===== src/pkg/spl_params.svh =====
// Offsets, reset values, limits and codes of the servo position logic
`ifndef SPL_PARAMS_SVH
`define SPL_PARAMS_SVH
`define SPL_OFS_GAIN 8'h00
`define SPL_OFS_RESP 8'h04
`define SPL_OFS_WINDOW 8'h08
`define SPL_OFS_FWD 8'h0C
`define SPL_OFS_REV 8'h10
`define SPL_OFS_STATION 8'h14
`define SPL_OFS_ENC 8'h18
`define SPL_OFS_NUM 8'h1C
`define SPL_OFS_DEN 8'h20
`define SPL_OFS_STN 8'h24
`define SPL_OFS_CTRL 8'h28
`define SPL_OFS_STATUS 8'h2C
`define SPL_RST_GAIN 16'h0001
`define SPL_RST_RESP 16'h000C
`define SPL_RST_WINDOW 16'h0064
`define SPL_RST_TORQUE 16'h03E8
`define SPL_RST_STATION 16'h0000
`define SPL_RST_ENC 16'h0FA0
`define SPL_RST_GEAR 16'h0001
`define SPL_RST_STN 16'h0001
`define SPL_GEAR_MAX 16'h4000
`define SPL_RATIO_MAX 32'h0000270F
`define SPL_DEN_STN_MAX 32'h00007FFF
`define SPL_NUM_DEN_MAX 32'h000186A0
`define SPL_ALARM_CODE 8'h37
`define SPL_ENC_RES 32'h00040000
`define SPL_CTRL_ABS 0
`define SPL_CTRL_ENC_MODE 1
`define SPL_CTRL_RESTART 8
`define SPL_RESP_OKAY 2'h0
`define SPL_RESP_DECERR 2'h3
`endif


===== src/pkg/spl_pkg.sv =====
// Types of the servo position logic
package spl_pkg;
    typedef enum logic [1:0] {
        GAIN_INTERP = 2'h0,
        GAIN_AUTO1 = 2'h1,
        GAIN_AUTO2 = 2'h2,
        GAIN_MANUAL = 2'h3
    } spl_gain_type;
    typedef struct packed {
        logic [15:0] num;
        logic [15:0] den;
        logic [15:0] station_count;
        logic [15:0] enc;
        logic station;
        logic enc_mode;
        logic abs_sel;
    } spl_cfg_type;
endpackage


===== src/pkg/spl_enc_if.sv =====
// Link between the core and the encoder pulse generator
`timescale 1ns/100ps
interface spl_enc_if;
    logic step;
    logic dir;
    logic [31:0] add_val;
    logic [31:0] mod_val;
    logic pha;
    logic phb;
    modport core (output step, dir, add_val, mod_val, input pha, phb);
    modport gen (input step, dir, add_val, mod_val, output pha, phb);
endinterface


===== src/core/spl_core.sv =====
// Servo position parameter logic with AXI4-Lite registers
// Function
// - Gear ratio 1/9999..9999, den*stations<=32767, num*den<=100000.
// - Any gear violation raises parameter fault alarm, code 37h.
// - Gear numerator and denominator accept 1 through 16384.
// - Gear, station and encoder settings take effect only at restart.
// - Command pulses scaled by numerator over denominator.
// - Gain selector: 0 interp, 1 auto one, 2 auto two, 3 manual.
// - Interp, auto one and auto two each update their own set of loop gains; manual updates none.
// - Within window, both completion and in-window outputs asserted.
// - Forward clamp limits CCW driving and CW regeneration torque.
// - Reverse clamp limits CW driving and CCW regeneration torque.
// - Clamp of zero gives no torque in its directions.
// - One bit selects station numbering direction, default 0.
// - Encoder setting accepts 1 to 65535, reset 4000.
// - Emitted A/B pulses per rev are a quarter of the count.
// - Mode 0: setting is output count per revolution.
// - Mode 1: resolution divided by setting gives output count.
// - Absolute select: 0 incremental, 1 absolute detection.
`timescale 1ns/100ps
`include "spl_params.svh"
module spl_core (
    input wire logic i_clk_sys,
    input wire logic i_rst,
    input wire logic i_s_axi_awvalid,
    output logic o_s_axi_awready,
    input wire logic [7:0] i_s_axi_awaddr,
    input wire logic i_s_axi_wvalid,
    output logic o_s_axi_wready,
    input wire logic [31:0] i_s_axi_wdata,
    input wire logic [3:0] i_s_axi_wstrb,
    output logic o_s_axi_bvalid,
    input wire logic i_s_axi_bready,
    output logic [1:0] o_s_axi_bresp,
    input wire logic i_s_axi_arvalid,
    output logic o_s_axi_arready,
    input wire logic [7:0] i_s_axi_araddr,
    output logic o_s_axi_rvalid,
    input wire logic i_s_axi_rready,
    output logic [31:0] o_s_axi_rdata,
    output logic [1:0] o_s_axi_rresp,
    input wire logic i_cmd_pulse,
    input wire logic i_cmd_dir,
    input wire logic i_enc_step,
    input wire logic i_enc_dir,
    input wire logic [31:0] i_pos_err,
    input wire logic [15:0] i_torque_cmd,
    output logic o_motor_step,
    output logic o_motor_dir,
    output logic o_enc_a,
    output logic o_enc_b,
    output logic o_move_complete_output,
    output logic o_in_window_output,
    output logic [15:0] o_torque_out,
    output logic [4:0] o_gain_update_mask,
    output logic [5:0] o_tuning_response,
    output logic o_station_order,
    output logic o_absolute_position_select,
    output logic o_parameter_fault_alarm
);
    typedef struct packed {
        logic [15:0] gain;
        logic [15:0] resp;
        logic [15:0] window;
        logic [15:0] fwd;
        logic [15:0] rev;
        logic [15:0] station;
        logic [15:0] enc;
        logic [15:0] num;
        logic [15:0] den;
        logic [15:0] station_count;
        logic [1:0] ctrl;
        logic restart;
        spl_pkg::spl_cfg_type act;
        logic fault;
        logic [2:0] cmd_sync;
        logic [1:0] cdir_sync;
        logic [2:0] enc_sync;
        logic [1:0] edir_sync;
        logic [31:0] acc;
        logic mstep;
        logic mdir;
        logic inwin;
        logic [15:0] torque;
        logic [4:0] gmask;
        logic aw_got;
        logic [7:0] awaddr;
        logic w_got;
        logic [31:0] wdata;
        logic [3:0] wstrb;
        logic bvalid;
        logic [1:0] bresp;
        logic rvalid;
        logic [31:0] rdata;
        logic [1:0] rresp;
    } spl_core_state_type;

    spl_core_state_type st_reg;
    spl_core_state_type st_next;
    spl_enc_if enc_if ();

    logic [31:0] num32;
    logic [31:0] den32;
    logic gear_bad;
    logic cmd_edge;
    logic steps_due;
    logic [31:0] err_abs;
    logic [16:0] tq_cmd;
    logic [16:0] tq_fwd;
    logic [16:0] tq_rev;

    function automatic logic [15:0] wr16(input logic [15:0] old,
        input logic [31:0] d, input logic [3:0] s);
        wr16 = {s[1] ? d[15:8] : old[15:8], s[0] ? d[7:0] : old[7:0]};
    endfunction

    always_comb begin
        st_next = st_reg;
        num32 = {16'h0000, st_reg.act.num};
        den32 = {16'h0000, st_reg.act.den};
        gear_bad = (st_reg.act.num == 16'h0000)
            || (st_reg.act.num > `SPL_GEAR_MAX)
            || (st_reg.act.den == 16'h0000)
            || (st_reg.act.den > `SPL_GEAR_MAX);
        gear_bad = gear_bad || (num32 * `SPL_RATIO_MAX < den32)
            || (num32 > den32 * `SPL_RATIO_MAX)
            || (den32 * {16'h0000, st_reg.act.station_count} > `SPL_DEN_STN_MAX)
            || (num32 * den32 > `SPL_NUM_DEN_MAX);
        gear_bad = gear_bad || (st_reg.act.enc == 16'h0000);
        st_next.fault = gear_bad;

        st_next.cmd_sync = {st_reg.cmd_sync[1:0], i_cmd_pulse};
        st_next.cdir_sync = {st_reg.cdir_sync[0], i_cmd_dir};
        st_next.enc_sync = {st_reg.enc_sync[1:0], i_enc_step};
        st_next.edir_sync = {st_reg.edir_sync[0], i_enc_dir};
        cmd_edge = st_reg.cmd_sync[1] && !st_reg.cmd_sync[2];

        st_next.restart = 1'b0;
        if (st_reg.restart) begin
            st_next.act.num = st_reg.num;
            st_next.act.den = st_reg.den;
            st_next.act.station_count = st_reg.station_count;
            st_next.act.enc = st_reg.enc;
            st_next.act.station = st_reg.station[0];
            st_next.act.enc_mode = st_reg.ctrl[`SPL_CTRL_ENC_MODE];
            st_next.act.abs_sel = st_reg.ctrl[`SPL_CTRL_ABS];
        end

        steps_due = !st_reg.fault && (st_reg.acc >= den32);
        st_next.mstep = steps_due;
        st_next.acc = st_reg.acc + ((cmd_edge && !st_reg.fault) ? num32
            : 32'h00000000) - (steps_due ? den32 : 32'h00000000);
        if (st_reg.fault) begin
            st_next.acc = 32'h00000000;
        end
        if (cmd_edge) begin
            st_next.mdir = st_reg.cdir_sync[1];
        end

        err_abs = i_pos_err[31] ? 32'h00000000 - i_pos_err : i_pos_err;
        st_next.inwin = err_abs <= {16'h0000, st_reg.window};
        tq_cmd = {i_torque_cmd[15], i_torque_cmd};
        tq_fwd = {1'b0, st_reg.fwd};
        tq_rev = 17'h00000 - {1'b0, st_reg.rev};
        st_next.torque = i_torque_cmd;
        if ($signed(tq_cmd) > $signed(tq_fwd)) begin
            st_next.torque = st_reg.fwd;
        end else if ($signed(tq_cmd) < $signed(tq_rev)) begin
            st_next.torque = tq_rev[15:0];
        end

        st_next.gmask = 5'h00;
        if (st_reg.gain[15:2] == 14'h0000) begin
            case (spl_pkg::spl_gain_type'(st_reg.gain[1:0]))
                spl_pkg::GAIN_INTERP: st_next.gmask = 5'h1D;
                spl_pkg::GAIN_AUTO1: st_next.gmask = 5'h1F;
                spl_pkg::GAIN_AUTO2: st_next.gmask = 5'h1E;
                default: st_next.gmask = 5'h00;
            endcase
        end

        if (i_s_axi_awvalid && !st_reg.aw_got && !st_reg.bvalid) begin
            st_next.aw_got = 1'b1;
            st_next.awaddr = i_s_axi_awaddr;
        end
        if (i_s_axi_wvalid && !st_reg.w_got && !st_reg.bvalid) begin
            st_next.w_got = 1'b1;
            st_next.wdata = i_s_axi_wdata;
            st_next.wstrb = i_s_axi_wstrb;
        end
        if (st_reg.bvalid && i_s_axi_bready) begin
            st_next.bvalid = 1'b0;
        end
        if (st_reg.aw_got && st_reg.w_got && !st_reg.bvalid) begin
            st_next.aw_got = 1'b0;
            st_next.w_got = 1'b0;
            st_next.bvalid = 1'b1;
            st_next.bresp = `SPL_RESP_OKAY;
            case (st_reg.awaddr)
                `SPL_OFS_GAIN: st_next.gain =
                    wr16(st_reg.gain, st_reg.wdata, st_reg.wstrb);
                `SPL_OFS_RESP: st_next.resp =
                    wr16(st_reg.resp, st_reg.wdata, st_reg.wstrb);
                `SPL_OFS_WINDOW: st_next.window =
                    wr16(st_reg.window, st_reg.wdata, st_reg.wstrb);
                `SPL_OFS_FWD: st_next.fwd =
                    wr16(st_reg.fwd, st_reg.wdata, st_reg.wstrb);
                `SPL_OFS_REV: st_next.rev =
                    wr16(st_reg.rev, st_reg.wdata, st_reg.wstrb);
                `SPL_OFS_STATION: st_next.station =
                    wr16(st_reg.station, st_reg.wdata, st_reg.wstrb);
                `SPL_OFS_ENC: st_next.enc =
                    wr16(st_reg.enc, st_reg.wdata, st_reg.wstrb);
                `SPL_OFS_NUM: st_next.num =
                    wr16(st_reg.num, st_reg.wdata, st_reg.wstrb);
                `SPL_OFS_DEN: st_next.den =
                    wr16(st_reg.den, st_reg.wdata, st_reg.wstrb);
                `SPL_OFS_STN: st_next.station_count =
                    wr16(st_reg.station_count, st_reg.wdata, st_reg.wstrb);
                `SPL_OFS_CTRL: begin
                    if (st_reg.wstrb[0]) begin
                        st_next.ctrl = st_reg.wdata[1:0];
                    end
                    if (st_reg.wstrb[1]) begin
                        st_next.restart = st_reg.wdata[`SPL_CTRL_RESTART];
                    end
                end
                `SPL_OFS_STATUS: st_next.bresp = `SPL_RESP_OKAY;
                default: st_next.bresp = `SPL_RESP_DECERR;
            endcase
        end

        if (st_reg.rvalid && i_s_axi_rready) begin
            st_next.rvalid = 1'b0;
        end
        if (i_s_axi_arvalid && !st_reg.rvalid) begin
            st_next.rvalid = 1'b1;
            st_next.rresp = `SPL_RESP_OKAY;
            st_next.rdata = 32'h00000000;
            case (i_s_axi_araddr)
                `SPL_OFS_GAIN: st_next.rdata[15:0] = st_reg.gain;
                `SPL_OFS_RESP: st_next.rdata[15:0] = st_reg.resp;
                `SPL_OFS_WINDOW: st_next.rdata[15:0] = st_reg.window;
                `SPL_OFS_FWD: st_next.rdata[15:0] = st_reg.fwd;
                `SPL_OFS_REV: st_next.rdata[15:0] = st_reg.rev;
                `SPL_OFS_STATION: st_next.rdata[15:0] = st_reg.station;
                `SPL_OFS_ENC: st_next.rdata[15:0] = st_reg.enc;
                `SPL_OFS_NUM: st_next.rdata[15:0] = st_reg.num;
                `SPL_OFS_DEN: st_next.rdata[15:0] = st_reg.den;
                `SPL_OFS_STN: st_next.rdata[15:0] = st_reg.station_count;
                `SPL_OFS_CTRL: st_next.rdata[1:0] = st_reg.ctrl;
                `SPL_OFS_STATUS: begin
                    st_next.rdata[7:0] = st_reg.fault ? `SPL_ALARM_CODE
                        : 8'h00;
                    st_next.rdata[11:8] = {st_reg.act.abs_sel,
                        st_reg.act.enc_mode, st_reg.inwin, st_reg.fault};
                end
                default: st_next.rresp = `SPL_RESP_DECERR;
            endcase
        end
    end

    always_ff @(posedge i_clk_sys) begin
        if (i_rst) begin
            st_reg <= '0;
            st_reg.gain <= `SPL_RST_GAIN;
            st_reg.resp <= `SPL_RST_RESP;
            st_reg.window <= `SPL_RST_WINDOW;
            st_reg.fwd <= `SPL_RST_TORQUE;
            st_reg.rev <= `SPL_RST_TORQUE;
            st_reg.station <= `SPL_RST_STATION;
            st_reg.enc <= `SPL_RST_ENC;
            st_reg.num <= `SPL_RST_GEAR;
            st_reg.den <= `SPL_RST_GEAR;
            st_reg.station_count <= `SPL_RST_STN;
            st_reg.act.num <= `SPL_RST_GEAR;
            st_reg.act.den <= `SPL_RST_GEAR;
            st_reg.act.station_count <= `SPL_RST_STN;
            st_reg.act.enc <= `SPL_RST_ENC;
        end else begin
            st_reg <= st_next;
        end
    end

    assign enc_if.add_val = st_reg.act.enc_mode ? 32'h00000001
        : {16'h0000, st_reg.act.enc};
    assign enc_if.mod_val = st_reg.act.enc_mode
        ? {16'h0000, st_reg.act.enc} : `SPL_ENC_RES;
    assign enc_if.step = st_reg.enc_sync[1] && !st_reg.enc_sync[2]
        && !st_reg.fault;
    assign enc_if.dir = st_reg.edir_sync[1];

    spl_enc_out u_enc_out (
        .i_clk_sys(i_clk_sys),
        .i_rst(i_rst),
        .enc(enc_if.gen)
    );

    assign o_s_axi_awready = !st_reg.aw_got && !st_reg.bvalid;
    assign o_s_axi_wready = !st_reg.w_got && !st_reg.bvalid;
    assign o_s_axi_bvalid = st_reg.bvalid;
    assign o_s_axi_bresp = st_reg.bresp;
    assign o_s_axi_arready = !st_reg.rvalid;
    assign o_s_axi_rvalid = st_reg.rvalid;
    assign o_s_axi_rdata = st_reg.rdata;
    assign o_s_axi_rresp = st_reg.rresp;
    assign o_motor_step = st_reg.mstep;
    assign o_motor_dir = st_reg.mdir;
    assign o_enc_a = enc_if.pha;
    assign o_enc_b = enc_if.phb;
    assign o_move_complete_output = st_reg.inwin;
    assign o_in_window_output = st_reg.inwin;
    assign o_torque_out = st_reg.torque;
    assign o_gain_update_mask = st_reg.gmask;
    assign o_tuning_response = st_reg.resp[5:0];
    assign o_station_order = st_reg.act.station;
    assign o_absolute_position_select = st_reg.act.abs_sel;
    assign o_parameter_fault_alarm = st_reg.fault;
endmodule


===== src/core/spl_enc_out.sv =====
// Quadrature encoder pulse generator
`timescale 1ns/100ps
module spl_enc_out (
    input wire logic i_clk_sys,
    input wire logic i_rst,
    spl_enc_if.gen enc
);
    typedef struct packed {
        logic [31:0] acc;
        logic [1:0] quad;
        logic a;
        logic b;
    } spl_enc_state_type;
    spl_enc_state_type st_reg;
    spl_enc_state_type st_next;
    logic [31:0] sum;

    always_comb begin
        st_next = st_reg;
        sum = st_reg.acc + enc.add_val;
        if (enc.step) begin
            if (sum >= enc.mod_val) begin
                st_next.acc = sum - enc.mod_val;
                st_next.quad = enc.dir ? st_reg.quad + 2'h1
                                       : st_reg.quad - 2'h1;
            end else begin
                st_next.acc = sum;
            end
        end
        st_next.a = st_next.quad[1];
        st_next.b = st_next.quad[1] ^ st_next.quad[0];
    end

    always_ff @(posedge i_clk_sys) begin
        if (i_rst) begin
            st_reg <= '0;
        end else begin
            st_reg <= st_next;
        end
    end

    assign enc.pha = st_reg.a;
    assign enc.phb = st_reg.b;
endmodule


===== config.mk =====
export PLATFORM = sky130hd
export DESIGN_NAME = spl_core
export DESIGN_NICKNAME = d
export VERILOG_FILES = /design/src/pkg/spl_pkg.sv /design/src/pkg/spl_enc_if.sv /design/src/core/spl_core.sv /design/src/core/spl_enc_out.sv
export VERILOG_INCLUDE_DIRS = /design/src /design/src/pkg
export SDC_FILE = /design/constraint.sdc
export NUM_CORES = 2
export LEC_CHECK = 0
export ABC_AREA = 1
export BUFFER_PORTS_ARGS = -buffer_cell sky130_fd_sc_hd__buf_2
export CORE_MARGIN = 4
export CORE_UTILIZATION = 53
export CTS_BUF_LIST = sky130_fd_sc_hd__clkbuf_8 sky130_fd_sc_hd__clkbuf_16
export DETAILED_ROUTE_END_ITERATION = 12
export HOLD_SLACK_MARGIN = 0.12
export PLACE_DENSITY_LB_ADDON = 0.15
export SLEW_MARGIN = 15
export SYNTH_ARGS = -nofsm -noshare
export SYNTH_HDL_FRONTEND = slang
export SYNTH_SLANG_ARGS = --single-unit

===== constraint.sdc =====
create_clock -name i_clk_sys -period 7.77 [get_ports i_clk_sys]
set_input_delay 0.3885 -clock i_clk_sys [delete_from_list [all_inputs] [get_ports i_clk_sys]]
set_output_delay 0.3885 -clock i_clk_sys [all_outputs]
set_load 0.02 [all_outputs]

==> impl_metrics.csv <==
group,metric,value,unit
timing,slew_headroom,17.8,%
clocking,cts_htree_levels,2,
critical_path,path_class,"flop to flop",
power,vdd_drop_max,0.156,mV
grt,gr-usage-all-layers,28.5,%
timing,min_period,7150,ps
timing,whs,159,ps
critical_path,cpPeakStageDelay,920,ps
grt,first_global_vias,45000,
power,cellLeakagePower,30.4,nW
floorplanning,start_util,53.3,%
clocking,cts_setup_buffers,0,
placed_design,dp_slack,727,ps
route,dr.pass1.iters,7,
critical_path,cp_data_required_time,8250,ps
timing,fin_crit_sh,92.0,%
floorplanning,die_w,320,um
cells_and_area,final_cell_mix,"inv_1 (1,664), nand2_1 (1,392), ha_1 (634)",
cells_and_area,regArea,7570,sq um
route,finalWirelength,146000,um
synthesis,synth_seq_cells,378,
critical_path,endpoint_kind,"flop",
timing,finClkSkew,23.2,ps
cells_and_area,multiInputGateArea,36200,sq um
clocking,clkTransAtPathRegs,60,ps
floorplanning,pin_count,188,
synthesis,yosysSeqAreaShare,14.7,%
synthesis,syn-cell-area,51500,sq um
placed_design,port_buffers,153,
synthesis,avgSynthCellArea,7.15,sq um
outcome,status,"completed",
critical_path,cpMaxStageDelayCell,"dfxtp_1",
job,drv_cap,0,
route,vias_per_cell,5.35,
clocking,root_buffer,"clkbuf_16",
cells_and_area,mostFrequentLayoutCell,"inv_1",
critical_path,worst-path-max-fanout,13,
floorplanning,die_area,102000,sq um
floorplanning,die_y,320,um
grt,grt_max_degree,116,
clocking,clock_path_buffers,3,
grt,overflow,0,
critical_path,rrSetupSlack,620,ps
power,clkPwrFrac,34.7,%
cells_and_area,layout-drive-gt1-share,5.26,%
cells_and_area,nFillCells,9367,
placed_design,dp_hpwl,117000,um
critical_path,arrival,7630,ps
worst_hold_path,hp-class,"input port to flop",
synthesis,synth_cells,7194,
timing,fin_tns_setup,0,ps
power,p_sw,2.41,mW
synthesis,ys_warn_count,0,
timing,max_freq,0.140,GHz
power,netSwitchingFraction,36.7,%
synthesis,synth_cell_type_count,57,
power,powerDensity,119,nW/um^2
timing,setup_viol,0,
clocking,worstSkewPairLatency,630,ps
cells_and_area,nets,8520,
critical_path,crit_top_cell,"fa_1",
cells_and_area,synthToLayoutAreaGrowth,7.17,%
timing,tightestPinTransition,1230,ps
power,pwr-share-comb,32.5,%
clocking,numCtsBuffers,46,
route,wl_per_cell,17.1,um
cells_and_area,largest_reg_flops,253,
placed_design,gp_congestion,0.938,
floorplanning,core_area,96600,sq um
timing,maxSlewViolCount,0,
route,drt_iter0_drc,3136,
route,vias,45700,
timing,fin_ws,621,ps
grt,antenna_found_initial,3,
floorplanning,rows,114,
route,drtAntennaViolNets,0,
clocking,cts_tree,"done",
power,internal-power,4.15,mW
timing,hold_viol,0,
grt,grt_first_pass_wirelength,237000,um
route,drc_errors,0,
power,seq_power_share,32.8,%
critical_path,start_kind,"flop",
timing,rsz0062_at_grt,"false",
clocking,cts_sinks,378,
-- stage by stage --
stage               util [%]  std cells  instance area, sq um  power (mW)
global placement        55.1       8416                 53200        4.25
finish                  57.1       8535                 55100        6.56
detailed placement      55.1       8416                 53200        4.29
floorplan                  -       7209                 51500        3.76
global route            57.1       8534                 55100        7.00
CTS                     57.1       8534                 55100        6.60
-- final cells by class --
type / count / share of cell area (%)
repair buffers: 281 / 3.41
multi-input cells: 4843 / 65.7
flip-flops and latches: 378 / 13.7
inverters: 1675 / 11.4
clock buffers: 54 / 2.31
well taps: 1276 / 2.89
diodes: 1 / 0.00454
clock inverters: 27 / 0.560
-- critical path: cells and delay by family, from the launching register on --
family | cells | cell delay, ps
compound gates | 3 | 490
fa+ha+maj | 7 | 3140
buf+inv | 7 | 860
flops | 1 | 920
simple gates | 12 | 1570
-- cell families (layout without fill, tap and decap cells) --
logic type / after synthesis / count (layout) / share of synthesized area, %
compound gates: 1164 / 1164 / 12.5
xor+xnor: 135 / 135 / 2.30
fa+ha+maj: 1184 / 1184 / 36.8
buf+inv: 1988 / 2037 / 15.0
flops: 378 / 378 / 14.7
other cells: 1 / 17 / 0.00729
simple gates: 2344 / 2344 / 18.6
-- power by group through the flow --
stage	Sequential (mW)	Combinational [mW]	Clock, mW
final	2.15	2.13	2.28
after global routing	2.16	2.45	2.39
after CTS	2.15	2.12	2.33
after detailed placement	2.19	2.10	0
after global placement	2.19	2.06	0
after floorplan	2.15	1.61	0
-- routing by layer --
layer / track usage, % / vias up / part of all wire (%)
met1: 37.7 / 21800 / 43
met3: 3.23 / 263 / 5.8
li1: - / 22300 / -
met2: 48.7 / 1372 / 47
met4: 9.37 / 2 / 3.6
met5: 0 / - / 0.0082
-- path summary, 6_finish.rpt --
| kind | start | endpoint | cells past startpoint |
|---|---|---|---|
| worst max-delay path | den32[12] | o_parameter_fault_alarm | 29 |
| worst min-delay path | i_torque_cmd[3] | o_torque_out[3] | 5 |
| worst max register to register | den32[12] | o_parameter_fault_alarm | 29 |
| worst min register to register | st_next[148] | st_next[149] | 2 |
-- cells in the mapped netlist, drive strengths merged --
cell,count,area share (%)
or4,1,0.015
nand4,77,0.94
o31ai,4,0.058
a221oi,42,0.71
xnor2,53,0.90
nand2,1401,10
o221ai,3,0.051
inv,1665,12
xor2,82,1.4
clkinv,10,0.073
nand3b,11,0.16
o22ai,18,0.22
nor2b,1,0.012
nor2,572,4.3
a22o,5,0.085
o211ai,61,0.89
ha,634,15
a211oi,5,0.073
buf,82,1.1
conb,1,0.0073
dfxtp,378,15
a31o,4,0.068
o21a,21,0.31
o21ai,433,4.2
nand3,172,1.7
or2,11,0.13
clkbuf,231,1.7
nor4,20,0.24
o21bai,16,0.23
o2111ai,7,0.12
a21o,11,0.16
and3,1,0.012
fa,550,21
nor3b,2,0.039
a21oi,504,5.0
o311ai,2,0.034
nor3,75,0.76
a41oi,1,0.017
a21boi,10,0.15
a31oi,17,0.21
-- timing repair --
action	in CTS	in global routing
hold endpoints to repair	36	0
gates resized for setup	0	0
hold buffers	37	0
Note: power is estimated with default switching activity, not from simulation.
